`config.mk`:
```
export PLATFORM = sky130hd
export DESIGN_NAME = acs_ctrl
export DESIGN_NICKNAME = d
export VERILOG_FILES = /design/src/include/acs_pkg.sv /design/src/rtl/acs_ctrl.sv /design/src/rtl/acs_cmp.sv /design/src/rtl/acs_irq.sv
export SDC_FILE = /design/constraint.sdc
export NUM_CORES = 1
export LEC_CHECK = 0
export BUFFER_PORTS_ARGS = -buffer_cell sky130_fd_sc_hd__buf_2
export CORE_ASPECT_RATIO = 1.2
export CORE_UTILIZATION = 30
export CTS_BUF_LIST = sky130_fd_sc_hd__clkbuf_4
export CTS_CLUSTER_DIAMETER = 60
export DETAILED_ROUTE_END_ITERATION = 10
export PLACE_DENSITY = 0.58
export SYNTH_ARGS = -nofsm -noshare
export SYNTH_HDL_FRONTEND = slang
export SYNTH_SLANG_ARGS = --single-unit
```
`constraint.sdc`:
```
create_clock -name core_clk_i -period 3.9 [get_ports core_clk_i]
set_input_delay 0.195 -clock core_clk_i [delete_from_list [all_inputs] [get_ports core_clk_i]]
set_output_delay 0.195 -clock core_clk_i [all_outputs]
set_load 0.05 [all_outputs]
```
`src/include/acs_pkg.sv`:
```
/*
 * Shared constants and types for the auto-scan threshold control block:
 * register offsets, control field positions, reset values and mode codes.
 * Assumes a 16-bit register port with a 3-bit word address.
 */
package acs_pkg;

  localparam int unsigned ACS_DW = 16;
  localparam int unsigned ACS_AW = 3;

  // Register word offsets
  localparam logic [2:0] ACS_OFF_CTRL = 3'h0;
  localparam logic [2:0] ACS_OFF_STAT = 3'h1;
  localparam logic [2:0] ACS_OFF_MASK = 3'h2;
  localparam logic [2:0] ACS_OFF_BUFA = 3'h3;
  localparam logic [2:0] ACS_OFF_BUFB = 3'h4;

  // Control field positions
  localparam int unsigned ACS_POS_SCAN_EN = 15;
  localparam int unsigned ACS_POS_LOW_PWR = 14;
  localparam int unsigned ACS_POS_CTREQ = 13;
  localparam int unsigned ACS_POS_BG_REQ = 12;
  localparam int unsigned ACS_POS_IRQM = 8;
  localparam int unsigned ACS_POS_WR_MODE = 2;
  localparam int unsigned ACS_POS_CMP_MODE = 0;

  // Implemented control bits; all others read as zero
  localparam logic [15:0] ACS_CTRL_MASK = 16'hf30f;

  // Reset values
  localparam logic [15:0] ACS_CTRL_RST = 16'h0000;
  localparam logic [2:0] ACS_STAT_RST = 3'h0;
  localparam logic [2:0] ACS_MASK_RST = 3'h0;
  localparam logic [15:0] ACS_BUF_RST = 16'h0000;

  // Status bit positions
  localparam int unsigned ACS_EV_MATCH = 0;
  localparam int unsigned ACS_EV_DONE = 1;
  localparam int unsigned ACS_EV_IRQ = 2;
  localparam int unsigned ACS_NEV = 3;

  typedef enum logic [1:0] {
    ACS_IRQ_NONE = 2'b00,
    ACS_IRQ_DONE = 2'b01,
    ACS_IRQ_MATCH = 2'b10,
    ACS_IRQ_BOTH = 2'b11
  } acs_irq_mode_t;

  typedef enum logic [1:0] {
    ACS_WR_LEGACY = 2'b00,
    ACS_WR_SAVE = 2'b01,
    ACS_WR_CMPONLY = 2'b10,
    ACS_WR_RSVD = 2'b11
  } acs_wr_mode_t;

  typedef enum logic [1:0] {
    ACS_CMP_LESS = 2'b00,
    ACS_CMP_GREATER = 2'b01,
    ACS_CMP_INSIDE = 2'b10,
    ACS_CMP_OUTSIDE = 2'b11
  } acs_cmp_mode_t;

  typedef struct packed {
    logic autoscan_enable;
    logic low_power_after_scan;
    logic charge_time_unit_request;
    logic bandgap_request;
    logic [1:0] rsvd_hi;
    acs_irq_mode_t autoscan_irq_mode;
    logic [3:0] rsvd_mid;
    acs_wr_mode_t result_write_mode;
    acs_cmp_mode_t compare_mode;
  } acs_ctrl_t;

  // One conversion result handed in by the converter
  typedef struct packed {
    logic valid;
    logic [15:0] data;
  } acs_result_t;

endpackage : acs_pkg

```
`src/rtl/acs_ctrl.sv`:
```
/*
 * Auto-scan threshold control: control register, compare and interrupt
 * mode handling, result store steering and analog request outputs.
 * Assumes a converter that reports enable/active state, scan start,
 * per-result valid and scan completion, all synchronous to core_clk_i.
 */
// The plain strobed port and the placing of the registers were chosen for this implementation.
`timescale 1ns/1ps

module acs_ctrl (
  input wire logic core_clk_i,
  input wire logic rst_i,
  input wire logic [2:0] reg_addr_i,
  input wire logic [15:0] reg_wdata_i,
  input wire logic reg_wr_i,
  input wire logic reg_rd_i,
  output logic [15:0] reg_rdata_o,
  input wire logic adc_on_i,
  input wire logic adc_active_i,
  input wire logic scan_start_i,
  input wire logic scan_done_i,
  input wire acs_pkg::acs_result_t result_i,
  output logic autoscan_enable_o,
  output logic low_power_o,
  output logic charge_time_unit_request_o,
  output logic bandgap_request_o,
  output logic store_o,
  output logic store_slot_o,
  output logic [15:0] store_data_o,
  output logic irq_o
);
  import acs_pkg::*;

  // Word select, shared by every strobe and the read mux
  function automatic logic addr_hit(input logic [2:0] addr, input logic [2:0] off);
    return addr == off;
  endfunction : addr_hit

  // Analog request passes only while the converter is on and running,
  // so a stale bit cannot wake the analog side with the converter off
  function automatic logic req_gate(input logic req_bit, input logic live);
    return req_bit && live;
  endfunction : req_gate

  // Threshold events count only while auto-scan runs;
  // legacy stores deliberately bypass this gate
  function automatic logic scan_gate(input logic enable, input logic ev);
    return enable && ev;
  endfunction : scan_gate

  acs_ctrl_t ctrl_q;
  logic [15:0] buf_a_q;
  logic [15:0] buf_b_q;
  logic [15:0] rdata_q;
  logic low_power_q;
  logic ctu_req_q;
  logic bg_req_q;
  logic store_q;
  logic slot_q;
  logic [15:0] store_data_q;
  logic match_seen_q;

  // Address decode
  wire logic sel_ctrl_w = addr_hit(reg_addr_i, ACS_OFF_CTRL);
  wire logic sel_stat_w = addr_hit(reg_addr_i, ACS_OFF_STAT);
  wire logic sel_mask_w = addr_hit(reg_addr_i, ACS_OFF_MASK);
  wire logic sel_bufa_w = addr_hit(reg_addr_i, ACS_OFF_BUFA);
  wire logic sel_bufb_w = addr_hit(reg_addr_i, ACS_OFF_BUFB);

  wire logic ctrl_wr_w = reg_wr_i && sel_ctrl_w;
  wire logic bufa_wr_w = reg_wr_i && sel_bufa_w;
  wire logic bufb_wr_w = reg_wr_i && sel_bufb_w;
  wire logic mask_wr_w = reg_wr_i && sel_mask_w;
  wire logic stat_rd_w = reg_rd_i && sel_stat_w;

  // Unimplemented positions never store, so they read as zero
  wire acs_ctrl_t ctrl_d = ctrl_wr_w ? acs_ctrl_t'(reg_wdata_i & ACS_CTRL_MASK) : ctrl_q;

  // Converter on and running: gate for the analog requests
  wire logic adc_live_w = adc_on_i && adc_active_i;

  // Compare of the incoming result
  logic match_raw_w;
  acs_cmp u_cmp (
    .mode_i(ctrl_q.compare_mode),
    .value_i(result_i.data),
    .buf_a_i(buf_a_q),
    .buf_b_i(buf_b_q),
    .match_o(match_raw_w)
  );

  // Control fields by function
  wire acs_irq_mode_t irq_mode_w = ctrl_q.autoscan_irq_mode;
  wire acs_wr_mode_t wr_mode_w = ctrl_q.result_write_mode;
  wire logic lp_sel_w = ctrl_q.low_power_after_scan;

  // Auto-scan off means no threshold events at all
  wire logic scanning_w = ctrl_q.autoscan_enable;
  wire logic match_w = scan_gate(scanning_w, result_i.valid) && match_raw_w;
  wire logic done_w = scan_gate(scanning_w, scan_done_i);
  wire logic had_match_w = match_seen_q || match_w;

  // Interrupt mode selection
  logic mode_irq_w;
  always_comb begin
    case (irq_mode_w)
      ACS_IRQ_BOTH: mode_irq_w = done_w && had_match_w;
      ACS_IRQ_MATCH: mode_irq_w = match_w;
      ACS_IRQ_DONE: mode_irq_w = done_w;
      ACS_IRQ_NONE: mode_irq_w = 1'b0;
      default: mode_irq_w = 1'b0;
    endcase
  end

  // Store steering per write mode
  logic store_w;
  logic slot_w;
  always_comb begin
    store_w = 1'b0;
    slot_w = 1'b0;
    case (wr_mode_w)
      ACS_WR_LEGACY: begin
        store_w = result_i.valid;
        slot_w = 1'b0;
      end
      ACS_WR_SAVE: begin
        store_w = scan_gate(scanning_w, result_i.valid);
        slot_w = match_raw_w;
      end
      ACS_WR_CMPONLY: begin
        store_w = 1'b0;
        slot_w = 1'b0;
      end
      // Reserved code: no stores, compares still run
      ACS_WR_RSVD: begin
        store_w = 1'b0;
        slot_w = 1'b0;
      end
      default: begin
        store_w = 1'b0;
        slot_w = 1'b0;
      end
    endcase
  end

  // Low power entered at scan end, left when the next scan starts
  wire logic low_power_d = (done_w && lp_sel_w) ? 1'b1 :
                           (scan_start_i || !lp_sel_w) ? 1'b0 :
                           low_power_q;

  // Match history for the combined interrupt, reset per scan
  wire logic match_seen_d = (done_w || scan_start_i) ? 1'b0 : had_match_w;

  // Status bit order is fixed by the package
  logic [2:0] events_w;
  assign events_w[ACS_EV_MATCH] = match_w;
  assign events_w[ACS_EV_DONE] = done_w;
  assign events_w[ACS_EV_IRQ] = mode_irq_w;

  logic [2:0] status_w;
  logic [2:0] mask_w;
  acs_irq u_irq (
    .core_clk_i(core_clk_i),
    .rst_i(rst_i),
    .event_i(events_w),
    .stat_rd_i(stat_rd_w),
    .mask_wr_i(mask_wr_w),
    .mask_wdata_i(reg_wdata_i[2:0]),
    .status_o(status_w),
    .mask_o(mask_w),
    .irq_o(irq_o)
  );

  // Read-back views; unmapped words return zero
  wire logic [15:0] ctrl_view_w = 16'(ctrl_q) & ACS_CTRL_MASK;
  wire logic [15:0] stat_view_w = {13'h0000, status_w};
  wire logic [15:0] mask_view_w = {13'h0000, mask_w};
  wire logic [15:0] rmux_w =
    sel_ctrl_w ? ctrl_view_w :
    sel_stat_w ? stat_view_w :
    sel_mask_w ? mask_view_w :
    sel_bufa_w ? buf_a_q :
    sel_bufb_w ? buf_b_q :
    16'h0000;

  // Next values; each flop below holds exactly one register
  wire logic [15:0] buf_a_d = bufa_wr_w ? reg_wdata_i : buf_a_q;
  wire logic [15:0] buf_b_d = bufb_wr_w ? reg_wdata_i : buf_b_q;
  // Read data stands only in the cycle after the strobe
  wire logic [15:0] rdata_d = reg_rd_i ? rmux_w : 16'h0000;
  // Requests are registered so the analog side never sees decode glitches
  wire logic ctu_req_d = req_gate(ctrl_q.charge_time_unit_request, adc_live_w);
  wire logic bg_req_d = req_gate(ctrl_q.bandgap_request, adc_live_w);
  // Last stored word is held between stores
  wire logic [15:0] store_data_d = store_w ? result_i.data : store_data_q;

  always_ff @(posedge core_clk_i or posedge rst_i) begin
    if (rst_i) begin
      ctrl_q <= acs_ctrl_t'(ACS_CTRL_RST);
    end else begin
      ctrl_q <= ctrl_d;
    end
  end

  always_ff @(posedge core_clk_i or posedge rst_i) begin
    if (rst_i) begin
      buf_a_q <= ACS_BUF_RST;
    end else begin
      buf_a_q <= buf_a_d;
    end
  end

  always_ff @(posedge core_clk_i or posedge rst_i) begin
    if (rst_i) begin
      buf_b_q <= ACS_BUF_RST;
    end else begin
      buf_b_q <= buf_b_d;
    end
  end

  always_ff @(posedge core_clk_i or posedge rst_i) begin
    if (rst_i) begin
      rdata_q <= 16'h0000;
    end else begin
      rdata_q <= rdata_d;
    end
  end

  always_ff @(posedge core_clk_i or posedge rst_i) begin
    if (rst_i) begin
      low_power_q <= 1'b0;
    end else begin
      low_power_q <= low_power_d;
    end
  end

  always_ff @(posedge core_clk_i or posedge rst_i) begin
    if (rst_i) begin
      match_seen_q <= 1'b0;
    end else begin
      match_seen_q <= match_seen_d;
    end
  end

  always_ff @(posedge core_clk_i or posedge rst_i) begin
    if (rst_i) begin
      ctu_req_q <= 1'b0;
    end else begin
      ctu_req_q <= ctu_req_d;
    end
  end

  always_ff @(posedge core_clk_i or posedge rst_i) begin
    if (rst_i) begin
      bg_req_q <= 1'b0;
    end else begin
      bg_req_q <= bg_req_d;
    end
  end

  always_ff @(posedge core_clk_i or posedge rst_i) begin
    if (rst_i) begin
      store_q <= 1'b0;
    end else begin
      store_q <= store_w;
    end
  end

  always_ff @(posedge core_clk_i or posedge rst_i) begin
    if (rst_i) begin
      slot_q <= 1'b0;
    end else begin
      slot_q <= slot_w;
    end
  end

  always_ff @(posedge core_clk_i or posedge rst_i) begin
    if (rst_i) begin
      store_data_q <= 16'h0000;
    end else begin
      store_data_q <= store_data_d;
    end
  end

  assign reg_rdata_o = rdata_q;
  assign autoscan_enable_o = ctrl_q.autoscan_enable;
  assign low_power_o = low_power_q;
  assign charge_time_unit_request_o = ctu_req_q;
  assign bandgap_request_o = bg_req_q;
  assign store_o = store_q;
  assign store_slot_o = slot_q;
  assign store_data_o = store_data_q;

endmodule : acs_ctrl

```
`src/rtl/acs_cmp.sv`:
```
/*
 * Threshold comparator: judges one conversion result against the buffer
 * pair under the selected compare mode. Purely combinational; the caller
 * registers the outcome.
 */
`timescale 1ns/1ps
module acs_cmp (
  input wire acs_pkg::acs_cmp_mode_t mode_i,
  input wire logic [15:0] value_i,
  input wire logic [15:0] buf_a_i,
  input wire logic [15:0] buf_b_i,
  output logic match_o
);
  import acs_pkg::*;

  // Window bounds taken in either order, so a swapped pair still works
  wire logic [15:0] lo_w = (buf_a_i <= buf_b_i) ? buf_a_i : buf_b_i;
  wire logic [15:0] hi_w = (buf_a_i <= buf_b_i) ? buf_b_i : buf_a_i;
  wire logic inside_w = (value_i >= lo_w) && (value_i <= hi_w);

  always_comb begin
    case (mode_i)
      ACS_CMP_OUTSIDE: match_o = !inside_w;
      ACS_CMP_INSIDE: match_o = inside_w;
      ACS_CMP_GREATER: match_o = value_i > buf_a_i;
      ACS_CMP_LESS: match_o = value_i < buf_a_i;
      default: match_o = 1'b0;
    endcase
  end

endmodule : acs_cmp

```
`src/rtl/acs_irq.sv`:
```
/*
 * Sticky event status with mask and one level interrupt. A status read
 * clears the bits it returned; a new event in that cycle survives.
 * Assumes one clock and an asynchronous active-high reset.
 */
`timescale 1ns/1ps
module acs_irq (
  input wire logic core_clk_i,
  input wire logic rst_i,
  input wire logic [2:0] event_i,
  input wire logic stat_rd_i,
  input wire logic mask_wr_i,
  input wire logic [2:0] mask_wdata_i,
  output logic [2:0] status_o,
  output logic [2:0] mask_o,
  output logic irq_o
);
  import acs_pkg::*;

  logic [2:0] status_q;
  logic [2:0] mask_q;
  logic irq_q;

  // Set wins over the read-clear
  wire logic [2:0] status_d = (stat_rd_i ? 3'h0 : status_q) | event_i;
  wire logic [2:0] mask_d = mask_wr_i ? mask_wdata_i : mask_q;

  always_ff @(posedge core_clk_i or posedge rst_i) begin
    if (rst_i) begin
      status_q <= ACS_STAT_RST;
      mask_q <= ACS_MASK_RST;
      irq_q <= 1'b0;
    end else begin
      status_q <= status_d;
      mask_q <= mask_d;
      irq_q <= |(status_d & mask_d);
    end
  end

  assign status_o = status_q;
  assign mask_o = mask_q;
  assign irq_o = irq_q;

endmodule : acs_irq

```
==> impl_metrics.ini <==
[status]
run_status = complete, but fails checks
violations = design-rule violations, negative setup slack

[sta]
fmax_ghz = 0.2437
fin_ws_ns = -0.2037
period_needed_ns = 4.104
timing.hold.ws_ns = 0.03448
skew_ns = 0.02650
setup_viol = 5
hold_viol = 0
slew_violations = 0
post-route-period-util = 1.052
relSlewSlack = 0.3626
rsz0062_at_grt = true
totalNegativeSetupSlack_ns = -0.7066
tightest_slew_ns = 0.9560

[synthesis]
synth.top_cell.area_share = 0.3984
netlist_area_um2 = 5464
syn_nets = 621
ys.flop_type = dfrtp_1
yosysUniqueCellTypes = 52
syn_inst = 513
synth.largest_area_cell = dfrtp_1
synth_warnings = 0
synth_common_cells = 87 x dfrtp_1, 64 x ha_1, 53 x mux2_2
synth_edf_count = 0
synth.most_common_cell = dfrtp_1
syn_avg_cell_area_um2 = 10.65
ys_seq_area_frac = 0.3984
async_flop_share = 1.000
yosys-top-cells-area = dfrtp_1 40%, ha_1 15%, mux2_2 11%
ys_ff_latch = 87

[cts]
cts_buffer_depth = 2
clkLatencyLatePin_ns = 0.48
cts.sinks = 87
cts_buffers = 9
htreeDepth = 3
tritoncts = done
clk_pin_slew_ns = 0.16
cts_root_buffer = clkbuf_4

[floorplan]
dieHeight_um = 149.8
die_w_um = 125.2
ios = 83
die_area_um2 = 18760
rows = 53
coreArea_um2 = 17710
start_util = 0.3086

[placed_design]
place.gp.congestion = 0.8322
numPortBuffers = 82
place_hpwl_mm = 12.07
pre_cts_ws_ns = -0.6166

[pwr]
p_int_uw = 2316
power_density_nw_per_um2 = 566.5
p_leak_uw = 0.003484
p_clk_frac = 0.117
power_frac_comb = 0.582
vdd_drop_max_mv = 0.2914
p_seq_frac = 0.301
p_sw_frac = 0.4349
power_switching_uw = 1782

[cells_and_area]
final_net_count = 791
synthToLayoutAreaGrowth_pct = 32.40
diodes = 0
drive_gt1_frac = 0.3750

[setup_path]
crit_arrival_ns = 4.47
critPathKind = flop to flop
required_ns = 4.27
critical_path.max_fanout = 7
crit_path_end_kind = flop
ff2ff_path_depth = 18
setup.worst_path.start_class = flop

[global_routing]
first_global_vias = 4830
antenna_found_initial = 0
grt_pass1_wl_mm = 25.00
grt_max_degree = 54
track_usage = 0.1752
grt_overflow = 0

[hold_path]
min_path_type = primary input to flop
hold_depth = 2

[route]
wl_mm = 15.91
viasPerCell = 5.045
drtPass1Iterations = 9
wl_per_cell_um = 17.52
ant_nets = 0
drt_iter0_drc = 199
drcViolationCount = 4
vias = 4581

[job]
drv_cap = 0
layout by cell type, fill, tap and decap left out, types with 3 or more instances in the layout:
cell	Yosys	routed
dfrtp_1	87	87
buf_2	1	82
buf_4	3	66
ha_1	64	61
mux2_2	53	53
inv_1	42	39
nand2_1	39	39
mux2i_1	32	31
o21ai_0	27	24
dlygate4sd3_1	0	23
a22oi_1	20	20
nor2b_1	18	18
a21oi_1	22	16
nand4_1	11	11
clkbuf_4	0	10
nor2_1	10	9
a21o_1	8	8
a21oi_2	1	6
nor3_1	6	5
and3_1	4	4
nand3_1	5	4
and2_1	4	4
o22ai_1	4	4
o21a_1	3	3
ha_4	0	3
buf_6	0	3
final timing paths:
kind | start | end | slack [ns]
max reg2reg | buf_b_q[13] | u_irq.irq_o | -0.20
min | result_i[2] | store_data_o[2] | 0.03
min reg2reg | store_data_o[1] | store_data_o[1] | 0.52
min in group asynchronous | rst_i | ctrl_q[13] | 0.42
max in group asynchronous | rst_i | buf_b_q[6] | 2.42
max | buf_b_q[13] | u_irq.irq_o | -0.20
power by group through the flow:
| stage | Combinational (uW) | Sequential [uW] | Clock [uW] |
|---|---|---|---|
| floorplan | 1050 | 1590 | 0 |
| global placement | 2030 | 1240 | 0 |
| detailed placement | 2080 | 1250 | 0 |
| CTS | 2280 | 1240 | 505 |
| global route | 2600 | 1270 | 534 |
| finish | 2380 | 1230 | 480 |
through the flow:
step                  util  instance area [um^2]  std cells  power, uW
floorplan                -                  5464        513       2635
global placement    0.3697                  6546        857       3270
detailed placement  0.3697                  6546        857       3327
CTS                 0.4007                  7096        903       4023
global route        0.4086                  7234        908       4396
finish              0.4086                  7234        908       4098
sequential cells by signal (all words and copies together), names as in the netlist:
| name | count |
|---|---|
| buf_a_q | 16 |
| buf_b_q | 16 |
| reg_rdata_o | 16 |
| store_data_o | 16 |
| ctrl_q | 4 |
| u_irq.mask_o | 3 |
| u_irq.status_o | 3 |
| irq_mode_w | 2 |
| wr_mode_w | 2 |
| autoscan_enable_o | 1 |
| bandgap_request_o | 1 |
| charge_time_unit_request_o | 1 |
| low_power_o | 1 |
| lp_sel_w | 1 |
| match_seen_q | 1 |
| store_o | 1 |
| store_slot_o | 1 |
| u_irq.irq_o | 1 |
cells by family after synthesis:
family / count (synthesis) / synth area share
AOI/OAI and AO/OA: 109 / 0.1379
DFF: 87 / 0.3984
muxes: 85 / 0.1678
buffers and inverters: 60 / 0.04374
adders and majority gates: 64 / 0.1466
and+or+nand+nor: 108 / 0.1056
area by class of cell:
type	count	area, um^2
Clock buffer	10	75.07
Clock inverter	6	45.04
Timing Repair Buffer	177	1225
Inverter	42	158.9
Sequential cell	87	2177
Fill cell	1704	10470
Multi-Input combinational cell	366	3278
Tap cell	220	275.3
routing by layer:
metal  routed length (um)  GRT usage  up-vias
li1                     -          -     2216
met1                 6650     0.1990     2248
met2                 8215     0.3176       88
met3                  485    0.02932       29
met4                  558    0.08841        0
met5                    0          0        -
critical path, cell delays in order, from the launching register on:
cell and delay (ns):
dfrtp_1 0.42, inv_2 0.09, ha_4 0.20, a21o_1 0.15, a21o_1 0.16, a221oi_2 0.28, o21ai_2 0.12, o22ai_4 0.18
buf_6 0.12, buf_4 0.10, buf_4 0.16, mux2i_1 0.21, ha_1 0.29, a2111oi_4 0.41, nor4b_4 0.09, a211oi_2 0.32
a21oi_4 0.08, o211a_4 0.28, o41ai_4 0.34
what timing repair did:
item / 4_1_cts / 5_1_grt
endpoints found under the hold margin: 96 / 0
pin swaps: 24 / 19
resized for setup: 31 / 14
hold buffers: 23 / 0
endpoints found under the setup margin: 5 / 5
setup buffers: 8 / 6
Note: power is estimated with default switching activity, not from simulation.
